==> src/rtl/glue_regs.svh <==
// register offsets, field positions, reset values and timing counts
`ifndef GLUE_REGS_SVH
`define GLUE_REGS_SVH

// byte offsets on the peripheral bus
`define GLUE_OFF_RESUME 12'h180
`define GLUE_OFF_MONITOR 12'h184
`define GLUE_OFF_COUNTER 12'h188
`define GLUE_OFF_CONTROL 12'h18c

// field positions
`define GLUE_RESUME_BIT 0
`define GLUE_MON_BUTTON_BIT 0
`define GLUE_MON_SUPPLY_BIT 1
`define GLUE_CTL_ENABLE_BIT 0
`define GLUE_CTL_NO_HALT_BIT 1

// reset values
`define GLUE_RESUME_RESET 1'b0
`define GLUE_ENABLE_RESET 1'b0
`define GLUE_NO_HALT_RESET 1'b0
`define GLUE_COUNTER_RESET 32'h0000_0000

// timing: one microsecond tick from the 10 ns clock
`define GLUE_CLK_PERIOD_NS 10
`define GLUE_TICK_PERIOD_NS 1000
`define GLUE_TICK_CYCLES (`GLUE_TICK_PERIOD_NS / `GLUE_CLK_PERIOD_NS)

`endif

==> src/rtl/glue_pkg.sv <==
// types shared by the glue register bank and its tick generator
`default_nettype none
package glue_pkg;

  typedef logic [11:0] bus_addr_type;

  // whole state of the register bank
  typedef struct packed {
    logic resume_bit;
    logic ctl_enable;
    logic ctl_no_halt;
    logic [31:0] count;
    logic [31:0] rdata;
    logic rvalid;
    logic sysrst_meta;
    logic sysrst_sync;
    logic button_meta;
    logic button_sync;
    logic rail_meta;
    logic rail_sync;
  } glue_state_type;

  // whole state of the microsecond tick generator
  typedef struct packed {
    logic [6:0] div;
    logic tick;
  } tick_state_type;

endpackage : glue_pkg
`default_nettype wire

==> src/rtl/tick_if.sv <==
// one-cycle microsecond strobe between the tick generator and the bank
`default_nettype none
interface tick_if;
  logic tick;
  modport source (output tick);
  modport sink (input tick);
endinterface : tick_if
`default_nettype wire

==> src/rtl/glue_control_perf_timer.sv <==
// glue register bank: resume reset, signal monitor, microsecond counter
`include "glue_regs.svh"
`default_nettype none
module glue_control_perf_timer (
  input wire logic clk,                      // 100 mhz clock
  input wire logic rst_n,                    // standby power-on reset
  input wire logic system_reset_n,           // system reset, async pin
  input wire logic standby_rail,             // standby rail good, pin
  input wire logic power_button_in_n,        // deglitched button, pin
  input wire logic internal_supply_on_state, // 1: internal supply-on drive
  input wire logic ec_halted,                // processor halted
  input wire logic [11:0] bus_addr,          // register byte address
  input wire logic bus_wr_en,                // write strobe
  input wire logic [3:0] bus_be,             // write byte enables
  input wire logic [31:0] bus_wdata,         // write data
  input wire logic bus_rd_en,                // read strobe
  output logic [31:0] bus_rdata,             // read data, registered
  output logic bus_rvalid,                   // read data valid pulse
  output logic resume_reset_out_n            // resume reset pin
);

  glue_pkg::glue_state_type st_reg;
  glue_pkg::glue_state_type st_next;

  // the divider sits in its own module so the bank stays pure decode
  tick_if tk ();

  usec_tick_gen tick_gen (
    .clk(clk),
    .rst_n(rst_n),
    .tk(tk.source)
  );

  // address match for a word-aligned register
  function automatic logic hit(input glue_pkg::bus_addr_type a,
                               input glue_pkg::bus_addr_type off);
    hit = (a[11:2] == off[11:2]);
  endfunction : hit

  // read mux; reserved bits and unmapped words read as zero
  function automatic logic [31:0] read_word(
      input glue_pkg::bus_addr_type a,
      input glue_pkg::glue_state_type s,
      input logic supply_on);
    read_word = 32'h0000_0000;
    if (hit(a, `GLUE_OFF_RESUME)) begin
      read_word[`GLUE_RESUME_BIT] = s.resume_bit;
    end else if (hit(a, `GLUE_OFF_MONITOR)) begin
      read_word[`GLUE_MON_BUTTON_BIT] = s.button_sync;
      read_word[`GLUE_MON_SUPPLY_BIT] = !supply_on;
    end else if (hit(a, `GLUE_OFF_COUNTER)) begin
      read_word = s.count;
    end else if (hit(a, `GLUE_OFF_CONTROL)) begin
      read_word[`GLUE_CTL_ENABLE_BIT] = s.ctl_enable;
      read_word[`GLUE_CTL_NO_HALT_BIT] = s.ctl_no_halt;
    end
  endfunction : read_word

  // write decode; 8-bit registers need byte lane 0
  logic wr_resume;
  logic wr_control;
  logic wr_monitor;
  logic load_count;
  logic count_run;
  logic count_inc;
  logic [31:0] count_plus;

  assign wr_resume = bus_wr_en && bus_be[0]
                     && hit(bus_addr, `GLUE_OFF_RESUME);
  assign wr_control = bus_wr_en && bus_be[0]
                      && hit(bus_addr, `GLUE_OFF_CONTROL);
  assign wr_monitor = bus_wr_en && hit(bus_addr, `GLUE_OFF_MONITOR);
  // partial stores to the counter are dropped: a torn load is worse
  assign load_count = bus_wr_en && (bus_be == 4'hf)
                      && hit(bus_addr, `GLUE_OFF_COUNTER);
  // counting permitted only when enabled and, if gated, not halted
  assign count_run = st_reg.ctl_enable
                     && !(st_reg.ctl_no_halt && ec_halted);
  assign count_inc = tk.tick && count_run;
  assign count_plus = st_reg.count + 32'h0000_0001;

  // next state of the whole bank
  always_comb begin
    st_next = st_reg;
    // fields hold unless a branch below changes them
    // pin synchronisers; first stage read only by the second
    st_next.sysrst_meta = system_reset_n;
    st_next.sysrst_sync = st_reg.sysrst_meta;
    st_next.button_meta = power_button_in_n;
    st_next.button_sync = st_reg.button_meta;
    st_next.rail_meta = standby_rail;
    st_next.rail_sync = st_reg.rail_meta;

    // resume reset control bit; only bit 0 is stored
    if (wr_resume) begin
      st_next.resume_bit = bus_wdata[`GLUE_RESUME_BIT];
    end
    // a missing standby rail overrides software
    if (!st_reg.rail_sync) begin
      st_next.resume_bit = 1'b0;
    end

    // counter control; upper bits are not stored
    if (wr_control) begin
      st_next.ctl_enable = bus_wdata[`GLUE_CTL_ENABLE_BIT];
      st_next.ctl_no_halt = bus_wdata[`GLUE_CTL_NO_HALT_BIT];
    end

    // counter: system reset, then load, then increment
    if (!st_reg.sysrst_sync) begin
      st_next.count = `GLUE_COUNTER_RESET;
    end else if (load_count) begin
      st_next.count = bus_wdata;
    end else if (count_inc) begin
      st_next.count = count_plus;
    end

    // read path answers one cycle after the strobe
    st_next.rvalid = bus_rd_en;
    if (bus_rd_en) begin
      st_next.rdata = read_word(bus_addr, st_reg,
                                internal_supply_on_state);
    end
  end

  // async reset models standby power-on; constants only
  always_ff @(posedge clk or negedge rst_n) begin
    if (!rst_n) begin
      st_reg <= '0;
      st_reg.resume_bit <= `GLUE_RESUME_RESET;
      st_reg.ctl_enable <= `GLUE_ENABLE_RESET;
      st_reg.ctl_no_halt <= `GLUE_NO_HALT_RESET;
      st_reg.count <= `GLUE_COUNTER_RESET;
    end else begin
      st_reg <= st_next;
    end
  end

  // pin and read port come straight from flip-flops, glitch free
  assign resume_reset_out_n = st_reg.resume_bit;
  assign bus_rdata = st_reg.rdata;
  assign bus_rvalid = st_reg.rvalid;

  // checks on the resume reset pin
  a_resume_release: assert property (
    @(posedge clk) disable iff (!rst_n)
    (wr_resume && bus_wdata[0] && st_reg.rail_sync)
      |=> resume_reset_out_n)
  else $error("resume reset not released by write of one");

  a_resume_assert: assert property (
    @(posedge clk) disable iff (!rst_n)
    (wr_resume && !bus_wdata[0]) |=> !resume_reset_out_n)
  else $error("resume reset not asserted by write of zero");

  a_rail_loss: assert property (
    @(posedge clk) disable iff (!rst_n)
    !st_reg.rail_sync |=> !resume_reset_out_n)
  else $error("resume reset released without standby rail");

  a_rail_pin_path: assert property (
    @(posedge clk) disable iff (!rst_n)
    (!standby_rail [*3]) |-> ##1 !resume_reset_out_n)
  else $error("rail loss did not reach resume reset within bound");

  // checks on the monitor read
  a_monitor_button: assert property (
    @(posedge clk) disable iff (!rst_n)
    (bus_rd_en && hit(bus_addr, `GLUE_OFF_MONITOR))
      |=> bus_rvalid && (bus_rdata[0] == $past(st_reg.button_sync)))
  else $error("monitor bit 0 does not follow button");

  a_monitor_supply: assert property (
    @(posedge clk) disable iff (!rst_n)
    (bus_rd_en && hit(bus_addr, `GLUE_OFF_MONITOR))
      |=> (bus_rdata[1] == !$past(internal_supply_on_state))
          && (bus_rdata[31:2] == 30'h0))
  else $error("monitor bit 1 not inverted supply-on");

  // checks on the counter
  a_count_step: assert property (
    @(posedge clk) disable iff (!rst_n)
    (count_inc && !load_count && st_reg.sysrst_sync)
      |=> st_reg.count == $past(count_plus))
  else $error("counter did not step on tick");

  a_count_wrap: assert property (
    @(posedge clk) disable iff (!rst_n)
    (count_inc && !load_count && st_reg.sysrst_sync
     && (st_reg.count == 32'hffff_ffff))
      |=> st_reg.count == 32'h0000_0000)
  else $error("counter did not wrap to zero");

  a_count_load: assert property (
    @(posedge clk) disable iff (!rst_n)
    (load_count && st_reg.sysrst_sync)
      |=> st_reg.count == $past(bus_wdata))
  else $error("full store did not load counter");

  a_count_hold: assert property (
    @(posedge clk) disable iff (!rst_n)
    (!st_reg.ctl_enable && !load_count && st_reg.sysrst_sync)
      |=> $stable(st_reg.count))
  else $error("counter moved while disabled");

  a_halt_gate: assert property (
    @(posedge clk) disable iff (!rst_n)
    (st_reg.ctl_no_halt && ec_halted && !load_count
     && st_reg.sysrst_sync) |=> $stable(st_reg.count))
  else $error("counter moved while processor halted");

  a_halt_ignored: assert property (
    @(posedge clk) disable iff (!rst_n)
    (st_reg.ctl_enable && !st_reg.ctl_no_halt && tk.tick
     && !load_count && st_reg.sysrst_sync)
      |=> st_reg.count != $past(st_reg.count))
  else $error("counter stalled with halt gating off");

  // checks on control and ignored writes
  a_control_read: assert property (
    @(posedge clk) disable iff (!rst_n)
    (bus_rd_en && hit(bus_addr, `GLUE_OFF_CONTROL))
      |=> (bus_rdata[31:2] == 30'h0)
          && (bus_rdata[1:0] == $past({st_reg.ctl_no_halt,
                                       st_reg.ctl_enable})))
  else $error("control read shows reserved bits");

  a_monitor_write: assert property (
    @(posedge clk) disable iff (!rst_n)
    (wr_monitor && st_reg.rail_sync)
      |=> $stable(st_reg.resume_bit) && $stable(st_reg.ctl_enable)
          && $stable(st_reg.ctl_no_halt))
  else $error("monitor write changed a register");

  a_partial_store: assert property (
    @(posedge clk) disable iff (!rst_n)
    (bus_wr_en && hit(bus_addr, `GLUE_OFF_COUNTER)
     && (bus_be != 4'hf) && !count_inc && st_reg.sysrst_sync)
      |=> $stable(st_reg.count))
  else $error("partial store altered counter");

  // checks on read words, control writes and held state
  a_counter_read: assert property (
    @(posedge clk) disable iff (!rst_n)
    (bus_rd_en && hit(bus_addr, `GLUE_OFF_COUNTER))
      |=> (bus_rdata == $past(st_reg.count)))
  else $error("counter read does not show the count");

  a_resume_read: assert property (
    @(posedge clk) disable iff (!rst_n)
    (bus_rd_en && hit(bus_addr, `GLUE_OFF_RESUME))
      |=> (bus_rdata == {31'h0, $past(st_reg.resume_bit)}))
  else $error("resume read shows wrong bit or reserved bits");

  a_resume_keep: assert property (
    @(posedge clk) disable iff (!rst_n)
    (!wr_resume && st_reg.rail_sync) |=> $stable(resume_reset_out_n))
  else $error("resume reset pin moved without a write");

  a_rail_hold: assert property (
    @(posedge clk) disable iff (!rst_n)
    (!resume_reset_out_n && !wr_resume) |=> !resume_reset_out_n)
  else $error("resume reset released without a write");

  a_control_write: assert property (
    @(posedge clk) disable iff (!rst_n)
    wr_control |=> ({st_reg.ctl_no_halt, st_reg.ctl_enable}
                    == $past(bus_wdata[1:0])))
  else $error("control write did not land");

  a_control_keep: assert property (
    @(posedge clk) disable iff (!rst_n)
    !wr_control
      |=> $stable(st_reg.ctl_enable) && $stable(st_reg.ctl_no_halt))
  else $error("control bits moved without a write");

  // checks on the counter against system reset and the tick
  a_count_sysrst: assert property (
    @(posedge clk) disable iff (!rst_n)
    !st_reg.sysrst_sync |=> (st_reg.count == `GLUE_COUNTER_RESET))
  else $error("counter not cleared during system reset");

  a_count_idle: assert property (
    @(posedge clk) disable iff (!rst_n)
    (!tk.tick && !load_count && st_reg.sysrst_sync)
      |=> $stable(st_reg.count))
  else $error("counter moved without a tick");

endmodule : glue_control_perf_timer
`default_nettype wire

==> src/rtl/usec_tick_gen.sv <==
// divides the 100 MHz clock into a one-cycle 1 MHz tick
`include "glue_regs.svh"
`default_nettype none
module usec_tick_gen (
  input wire logic clk,   // 100 mhz clock
  input wire logic rst_n, // async reset, active low
  tick_if.source tk       // tick strobe out
);
  localparam logic [6:0] DIV_LAST = 7'(`GLUE_TICK_CYCLES - 1);

  glue_pkg::tick_state_type st_reg;
  glue_pkg::tick_state_type st_next;

  // free-running divider; tick is registered so it is glitch free
  always_comb begin
    st_next = st_reg;
    st_next.tick = 1'b0;
    if (st_reg.div == DIV_LAST) begin
      st_next.div = 7'h00;
      st_next.tick = 1'b1;
    end else begin
      st_next.div = st_reg.div + 7'h01;
    end
  end

  always_ff @(posedge clk or negedge rst_n) begin
    if (!rst_n) begin
      st_reg <= '0;
    end else begin
      st_reg <= st_next;
    end
  end

  assign tk.tick = st_reg.tick;

  a_tick_spacing: assert property (
    @(posedge clk) disable iff (!rst_n)
    st_reg.tick |=> !st_reg.tick [*8])
  else $error("tick repeated too soon");

endmodule : usec_tick_gen
`default_nettype wire

==> config.mk <==
export PLATFORM = sky130hd
export DESIGN_NAME = glue_control_perf_timer
export DESIGN_NICKNAME = d
export VERILOG_FILES = /design/src/rtl/glue_pkg.sv /design/src/rtl/tick_if.sv /design/src/rtl/glue_control_perf_timer.sv /design/src/rtl/usec_tick_gen.sv
export VERILOG_INCLUDE_DIRS = /design/src /design/src/rtl
export SDC_FILE = /design/constraint.sdc
export NUM_CORES = 1
export LEC_CHECK = 0
export CAP_MARGIN = 10
export CORE_ASPECT_RATIO = 1.25
export CORE_MARGIN = 2
export CORE_UTILIZATION = 63
export CTS_CLUSTER_SIZE = 14
export DETAILED_ROUTE_END_ITERATION = 6
export DONT_BUFFER_PORTS = 1
export GPL_ROUTABILITY_DRIVEN = 1
export PLACE_DENSITY = 0.76
export SLEW_MARGIN = 25
export SYNTH_ARGS = -nofsm -noshare
export SYNTH_HDL_FRONTEND = slang
export SYNTH_SLANG_ARGS = --single-unit
==> constraint.sdc <==
create_clock -name clk -period 2.3 [get_ports clk]
set_clock_uncertainty 0.15 [all_clocks]
set_input_delay 0.115 -clock clk [delete_from_list [all_inputs] [get_ports clk]]
set_output_delay 0.115 -clock clk [all_outputs]
set_load 0.005 [all_outputs]
==> impl_metrics.py, run 1 <==
metrics = {
    "outcome": {
        "status": "finished clean",
    },
    "floorplan": {
        "start_util_pct": 65.9,
        "rows": 32,
        "fp.dieW_um": 76.3,
        "ios": 91,
        "fp.coreArea_sq_um": 6250,
        "die_area_sq_um": 7200,
        "chipHeight_um": 94.4,
    },
    "timing": {
        "maxSlewHeadroom_pct": 55.3,
        "hold_violations": 0,
        "rsz0062_at_grt": "false",
        "finalSetupViolCount": 0,
        "fmax_mhz": 457,
        "maxSlewViolCount": 0,
        "fin_crit_sh_pct": 95.2,
        "finalCriticalPeriod_ps": 2190,
        "tightest_slew_ps": 664,
        "tns_ps": 0,
        "whs_ps": 7.44,
    },
    "place": {
        "io_buffers": 0,
        "dp_hpwl_um": 5740,
        "gp_congestion": 0.853,
        "dp.cells": 478,
    },
    "synth": {
        "synthSimpleGateAreaFrac_pct": 17.2,
        "yosysMostFrequentCell": "dfrtp_1",
        "syn_avg_cell_area_sq_um": 9.44,
        "synthMuxAreaShare_pct": 1.55,
        "synth_edf_count": 0,
        "synthCells": 436,
        "ys_ff_latch": 82,
        "synth_warnings": 0,
        "synth_cell_types": 37,
        "syn_area_sq_um": 4120,
        "synthTopCellsByArea": "dfrtp_1, buf_4, o21ai_0",
        "synthAdderAreaFrac_pct": 0.608,
        "synth.largest_area_cell": "dfrtp_1",
        "synthArstFlopShare_pct": 100,
        "ys.flop_type": "dfrtp_1",
        "syn-num-nets": 495,
        "synth_commonest_cells": "dfrtp_1, o21ai_0, nand2_1",
        "synth_top_family_by_area": "simple AND/OR/NAND/NOR gates",
        "synth_top_area_share_pct": 49.8,
        "ys_seq_area_share_pct": 49.8,
        "synthXorXnorAreaFrac_pct": 7.44,
        "synth_compound_area_share_pct": 12.1,
    },
    "global_route": {
        "grt_usage_pct": 26.8,
        "gr-total-overflow": 0,
        "grt_pass1_vias": 3270,
        "grt_pass1_wl_um": 15200,
        "grt_max_degree": 83,
        "grt_antenna_before_repair": 0,
    },
    "detailed_routing": {
        "ant_nets": 0,
        "drt-initial-drc-count": 131,
        "viasPerCell": 5.76,
        "post_drt_wl_per_cell_um": 16.8,
        "drt-pass1-iter-count": 4,
        "vias": 3091,
        "route.detailed.drc": 0,
        "routed_wl_um": 9000,
    },
    "layout": {
        "seq_area_sq_um": 2050,
        "fillCellCount": 465,
        "n_antenna_cell": 0,
        "multi_input_area_sq_um": 1600,
        "largest_register_ffs": 37,
        "synthToLayoutAreaGrowth_pct": 12.8,
        "nets": 508,
        "stdcell_count": 537,
        "drive_gt1_share_pct": 8.85,
    },
    "worst_setup_path": {
        "end_kind": "flip-flop",
        "crit_required_ps": 2360,
        "crit_chain": "nand4_2 -> or4_4 -> nor4_1 -> xnor2_1 -> a21oi_1",
        "cp-start-kind": "flip-flop",
        "worstPathArrival_ps": 2250,
        "path_class": "reg -> reg",
        "slowest_delay_ps": 690,
        "path_delay_family": "simple AND/OR/NAND/NOR gates",
        "cpMaxStageDelayCell": "or4_4",
        "crit_buf_inv": 0,
        "crit_fanout": 12,
    },
    "clock_network": {
        "cts_buffer_depth": 2,
        "clkSlewWorstSetupHoldPaths_ps": 80,
        "clock_sinks": 82,
        "cts_resized": 0,
        "htree_levels": 3,
        "cts_buffers": 9,
        "cts_tree": "built",
        "cts_root_buf": "clkbuf_8",
        "clk_latency_ps": 350,
    },
    "power": {
        "internal_power_mw": 2.14,
        "peakVddDrop_mv": 0.530,
        "p_sw_uw": 562,
        "swShare_pct": 20.8,
        "clkPwrFrac_pct": 41.4,
        "pwr-share-seq_pct": 53.8,
        "comb_power_share_pct": 4.8,
        "power_density_nw_per_um2": 582,
        "p_leak_nw": 1.83,
    },
    "worst_hold_path": {
        "hp-class": "in -> reg",
    },
    "job": {
        "cap_violations": 0,
    },
}
## per-stage QoR
step                      total power, mW  utilization [%]  setup slack [ps]  instance area (sq um)
final                                2.70             74.4               110                   4640
after global placement               1.51             63.6               205                   3980
after CTS                            2.71             74.4              49.4                   4650
after global routing                 2.80             74.4              11.4                   4640
after detailed placement             1.51             63.6               126                   3980
after floorplan                      1.51                -               232                   4120
## repair_timing
action                                  CTS  global route
endpoints found under the hold margin   153             0
hold buffers                             45             0
setup buffers                             0             0
endpoints found under the setup margin    0             0
## final timing paths
| check | start | end | slack, ps | depth (start not counted) |
|---|---|---|---|---|
| min | bus_wr_en | st_reg[71]$_DFFE_PN0P_ | 7 | 3 |
| max in group asynchronous | rst_n | tick_gen.tk.tick$_DFF_PN0_ | 1500 | 2 |
| min reg2reg | st_next[2]$_DFF_PN0_ | st_reg[2]$_DFF_PN0_ | 200 | 0 |
| min in group asynchronous | rst_n | bus_rdata[29]$_DFFE_PN0P_ | 180 | 2 |
| max | st_reg[44]$_DFFE_PN0P_ | st_reg[70]$_DFFE_PN0P_ | 110 | 5 |
| max reg2reg | st_reg[44]$_DFFE_PN0P_ | st_reg[70]$_DFFE_PN0P_ | 110 | 5 |
## cell type report
type                       count  area share (%)
tap                           85            2.29
inverter                      37            2.99
clock inverter                 3            1.40
multi-input combinational    264            34.5
sequential                    82            44.2
timing repair buffer          55            11.6
clock buffer                  11            3.04
## power by group through the flow
stage               Combinational, mW  Clock, mW  Sequential (mW)
floorplan                      0.0283          0             1.48
global placement               0.0265          0             1.48
detailed placement             0.0270          0             1.48
CTS                             0.129       1.13             1.45
global route                    0.144       1.20             1.45
finish                          0.129       1.12             1.45
## kinds of logic (layout without fill, tap and decap cells)
| kind of cell | Yosys count | in the layout |
|---|---|---|
| fa+ha+maj | 2 | 2 |
| buf+inv | 90 | 106 |
| simple gates | 127 | 127 |
| xor+xnor | 35 | 35 |
| compound gates | 95 | 95 |
| mux | 5 | 5 |
| flops | 82 | 82 |
## metal layers
metal  track usage (%)  up-vias  share of wire (%)
li1                  -     1459                  -
met5                 0        -                  0
met3              3.82       20                3.6
met1              31.9     1528                 41
met4              12.4        0                2.4
met2              48.5       84                 53
## cells in the final DEF (no fill, tap or decap), types with 2 or more instances in the layout
cell type / n
dfrtp_1: 82
o21ai_0: 47
nand2_1: 44
dlygate4sd3_1: 43
inv_1: 37
a21oi_1: 27
xnor2_1: 26
nor2_1: 17
nand3_1: 15
nand4_1: 10
o21ai_1: 10
clkbuf_8: 10
buf_4: 10
xor2_1: 9
nor4_2: 7
nor3_1: 7
a211oi_1: 6
nor4_1: 5
and4_1: 4
and3_1: 3
mux2i_1: 3
a31oi_1: 2
nor4b_1: 2
o22ai_1: 2
nand4_2: 2
and2_1: 2
nor2b_1: 2
ha_1: 2
bufinv_16: 2
## tightest hold or removal path: stages
cell and delay, ps:
nand4_1 110, nor2_1 90, o21ai_0 150
Power figures use the tool's default switching activity.
==> run 2: changes to the inputs <==
--- a/config.mk
+++ b/config.mk
@@ -14,7 +14,7 @@
 export DETAILED_ROUTE_END_ITERATION = 6
 export DONT_BUFFER_PORTS = 1
 export GPL_ROUTABILITY_DRIVEN = 1
-export PLACE_DENSITY = 0.76
+export PLACE_DENSITY = 0.82
 export SLEW_MARGIN = 25
 export SYNTH_ARGS = -nofsm -noshare
 export SYNTH_HDL_FRONTEND = slang
==> run 2 against run 1 <==
Against the previous run: utilization up 0.94 points; sequential power about the same; fmax down 0.82%; register-to-register slack better by 60 ps; clock-buffer cell count up 3; largest power group unchanged.
==> impl_metrics.py, run 2 (synthesized netlist as in run 1, its figures left out) <==
metrics = {
    "place": {
        "io_buffers": 0,
        "pre_cts_ws_ps": 131,
        "dp.cells": 478,
        "dp_hpwl_um": 5650,
        "gp_congestion": 0.828,
    },
    "clock_network": {
        "clk_latency_ps": 350,
        "htree_levels": 3,
        "clkSlewWorstSetupHoldPaths_ps": 80,
        "cts_buffer_depth": 2,
        "clock_sinks": 82,
        "cts_root_buf": "clkbuf_8",
        "cts_buffers": 9,
        "cts_tree": "built",
        "cts_setup_buffers": 0,
    },
    "floorplan": {
        "start_util_pct": 65.9,
        "fp.coreArea_sq_um": 6250,
        "ios": 91,
        "chipHeight_um": 94.4,
        "fp.dieW_um": 76.3,
        "die_area_sq_um": 7200,
        "rows": 32,
    },
    "timing": {
        "finalCriticalPeriod_ps": 2210,
        "whs_ps": 21.2,
        "setup_slack_ps": 92.0,
        "hold_violations": 0,
        "fmax_mhz": 453,
        "fin_crit_sh_pct": 96.0,
        "tightest_slew_ps": 617,
        "finalSetupViolCount": 0,
        "maxSlewHeadroom_pct": 58.5,
        "maxSlewViolCount": 0,
    },
    "detailed_routing": {
        "post_drt_wl_per_cell_um": 17.1,
        "drt-initial-drc-count": 227,
        "ant_nets": 0,
        "vias": 3135,
        "routed_wl_um": 9270,
        "route.detailed.drc": 0,
        "viasPerCell": 5.77,
        "drt-pass1-iter-count": 4,
    },
    "power": {
        "internal_power_mw": 2.08,
        "clkPwrFrac_pct": 39.7,
        "pwr-share-seq_pct": 55.0,
        "swShare_pct": 21.3,
        "total_power_mw": 2.64,
        "p_leak_nw": 1.86,
        "power_density_nw_per_um2": 562,
        "peakVddDrop_mv": 0.332,
        "comb_power_share_pct": 5.3,
        "p_sw_uw": 563,
    },
    "layout": {
        "multi_input_area_sq_um": 1630,
        "stdcell_count": 543,
        "seq_area_sq_um": 2050,
        "postLayoutCoreUtil_pct": 75.3,
        "n_antenna_cell": 0,
        "drive_gt1_share_pct": 9.39,
        "fillCellCount": 434,
        "largest_register_ffs": 37,
        "synthToLayoutAreaGrowth_pct": 14.2,
        "layout_commonest_cell": "dfrtp_1",
        "final_cell_mix": "dfrtp_1, o21ai_0, dlygate4sd3_1",
        "nets": 512,
    },
    "worst_hold_path": {
        "hp-class": "in -> reg",
    },
    "global_route": {
        "grt_antenna_before_repair": 0,
        "grt_pass1_wl_um": 15000,
        "grt_pass1_vias": 3171,
        "grt_max_degree": 83,
        "gr-total-overflow": 0,
        "grt_usage_pct": 26.8,
    },
    "outcome": {
        "status": "finished clean",
    },
    "worst_setup_path": {
        "cp-start-kind": "primary input",
        "crit_chain": "dlygate4sd3_1 -> nor4b_2 -> nand4_1 -> or3_1 -> buf_4 -> o21ai_0 -> a21oi_1",
        "worstPathArrival_ps": 2270,
        "path_delay_family": "simple AND/OR/NAND/NOR gates",
        "crit_fanout": 41,
        "crit_buf_inv": 2,
        "end_kind": "flip-flop",
        "cpMaxStageDelayCell": "dlygate4sd3_1",
        "crit_required_ps": 2360,
        "path_class": "in -> reg",
        "slowest_delay_ps": 570,
    },
    "job": {
        "cap_violations": 0,
    },
}
[run 2: changes by cell type in the layout (fill, tap and decap cells not counted)]
cell           delta
nor4_4            +1
nor4b_1           -2
dlygate4sd3_1     +4
clkbuf_1          +2
bufinv_16         -1
nor4_1            -1
clkbuf_8          +1
nor4b_2           +2
[run 2: layer usage]
metal  global-route usage, %  wire length, um  up-vias
met4                    11.2              223        0
met1                    31.0             3560     1535
met2                    48.7             5050      102
met5                       0                0        -
met3                    5.64              445       21
li1                        -                -     1477
[run 2: final timing paths]
| path | slack (ps) | endpoint | cells after the start | start |
|---|---|---|---|---|
| min in group asynchronous | 170 | st_reg[67]$_DFFE_PN0P_ | 2 | rst_n |
| worst max register to register | 170 | st_reg[67]$_DFFE_PN0P_ | 5 | st_reg[55]$_DFFE_PN0P_ |
| worst max-delay path | 90 | st_reg[65]$_DFFE_PN0P_ | 7 | bus_addr[11] |
| max in group asynchronous | 1510 | st_reg[54]$_DFFE_PN0P_ | 2 | rst_n |
| worst min-delay path | 20 | bus_rvalid$_DFF_PN0_ | 1 | bus_rd_en |
| worst min register to register | 210 | st_reg[0]$_DFF_PN0_ | 0 | st_next[0]$_DFF_PN0_ |
[run 2: power groups by stage]
stage	sequential (mW)	clock, mW	combinational, mW
after floorplan	1.48	0	0.0283
after global placement	1.48	0	0.0267
after detailed placement	1.48	0	0.0272
after CTS	1.45	1.06	0.137
after global routing	1.45	1.13	0.155
final	1.45	1.05	0.141
[run 2: repair_timing]
action,in CTS,in global routing
hold buffers,49,0
setup endpoints to repair,0,21
endpoints found under the hold margin,153,0
resized for setup,0,4
[run 2: final cells by class]
type,count,area share [%]
inverters,37,2.95
repair buffers,59,12.3
well taps,85,2.26
clock buffers,14,3.46
flip-flops and latches,82,43.6
clock inverters,2,0.745
multi-input cells,264,34.7
[run 2: metrics by stage]
step | TNS (ps) | instance area, sq um
global route | -0.216 | 4700
CTS | 0 | 4680
global placement | 0 | 3980
finish | 0 | 4700
floorplan | 0 | 4120
detailed placement | 0 | 3980
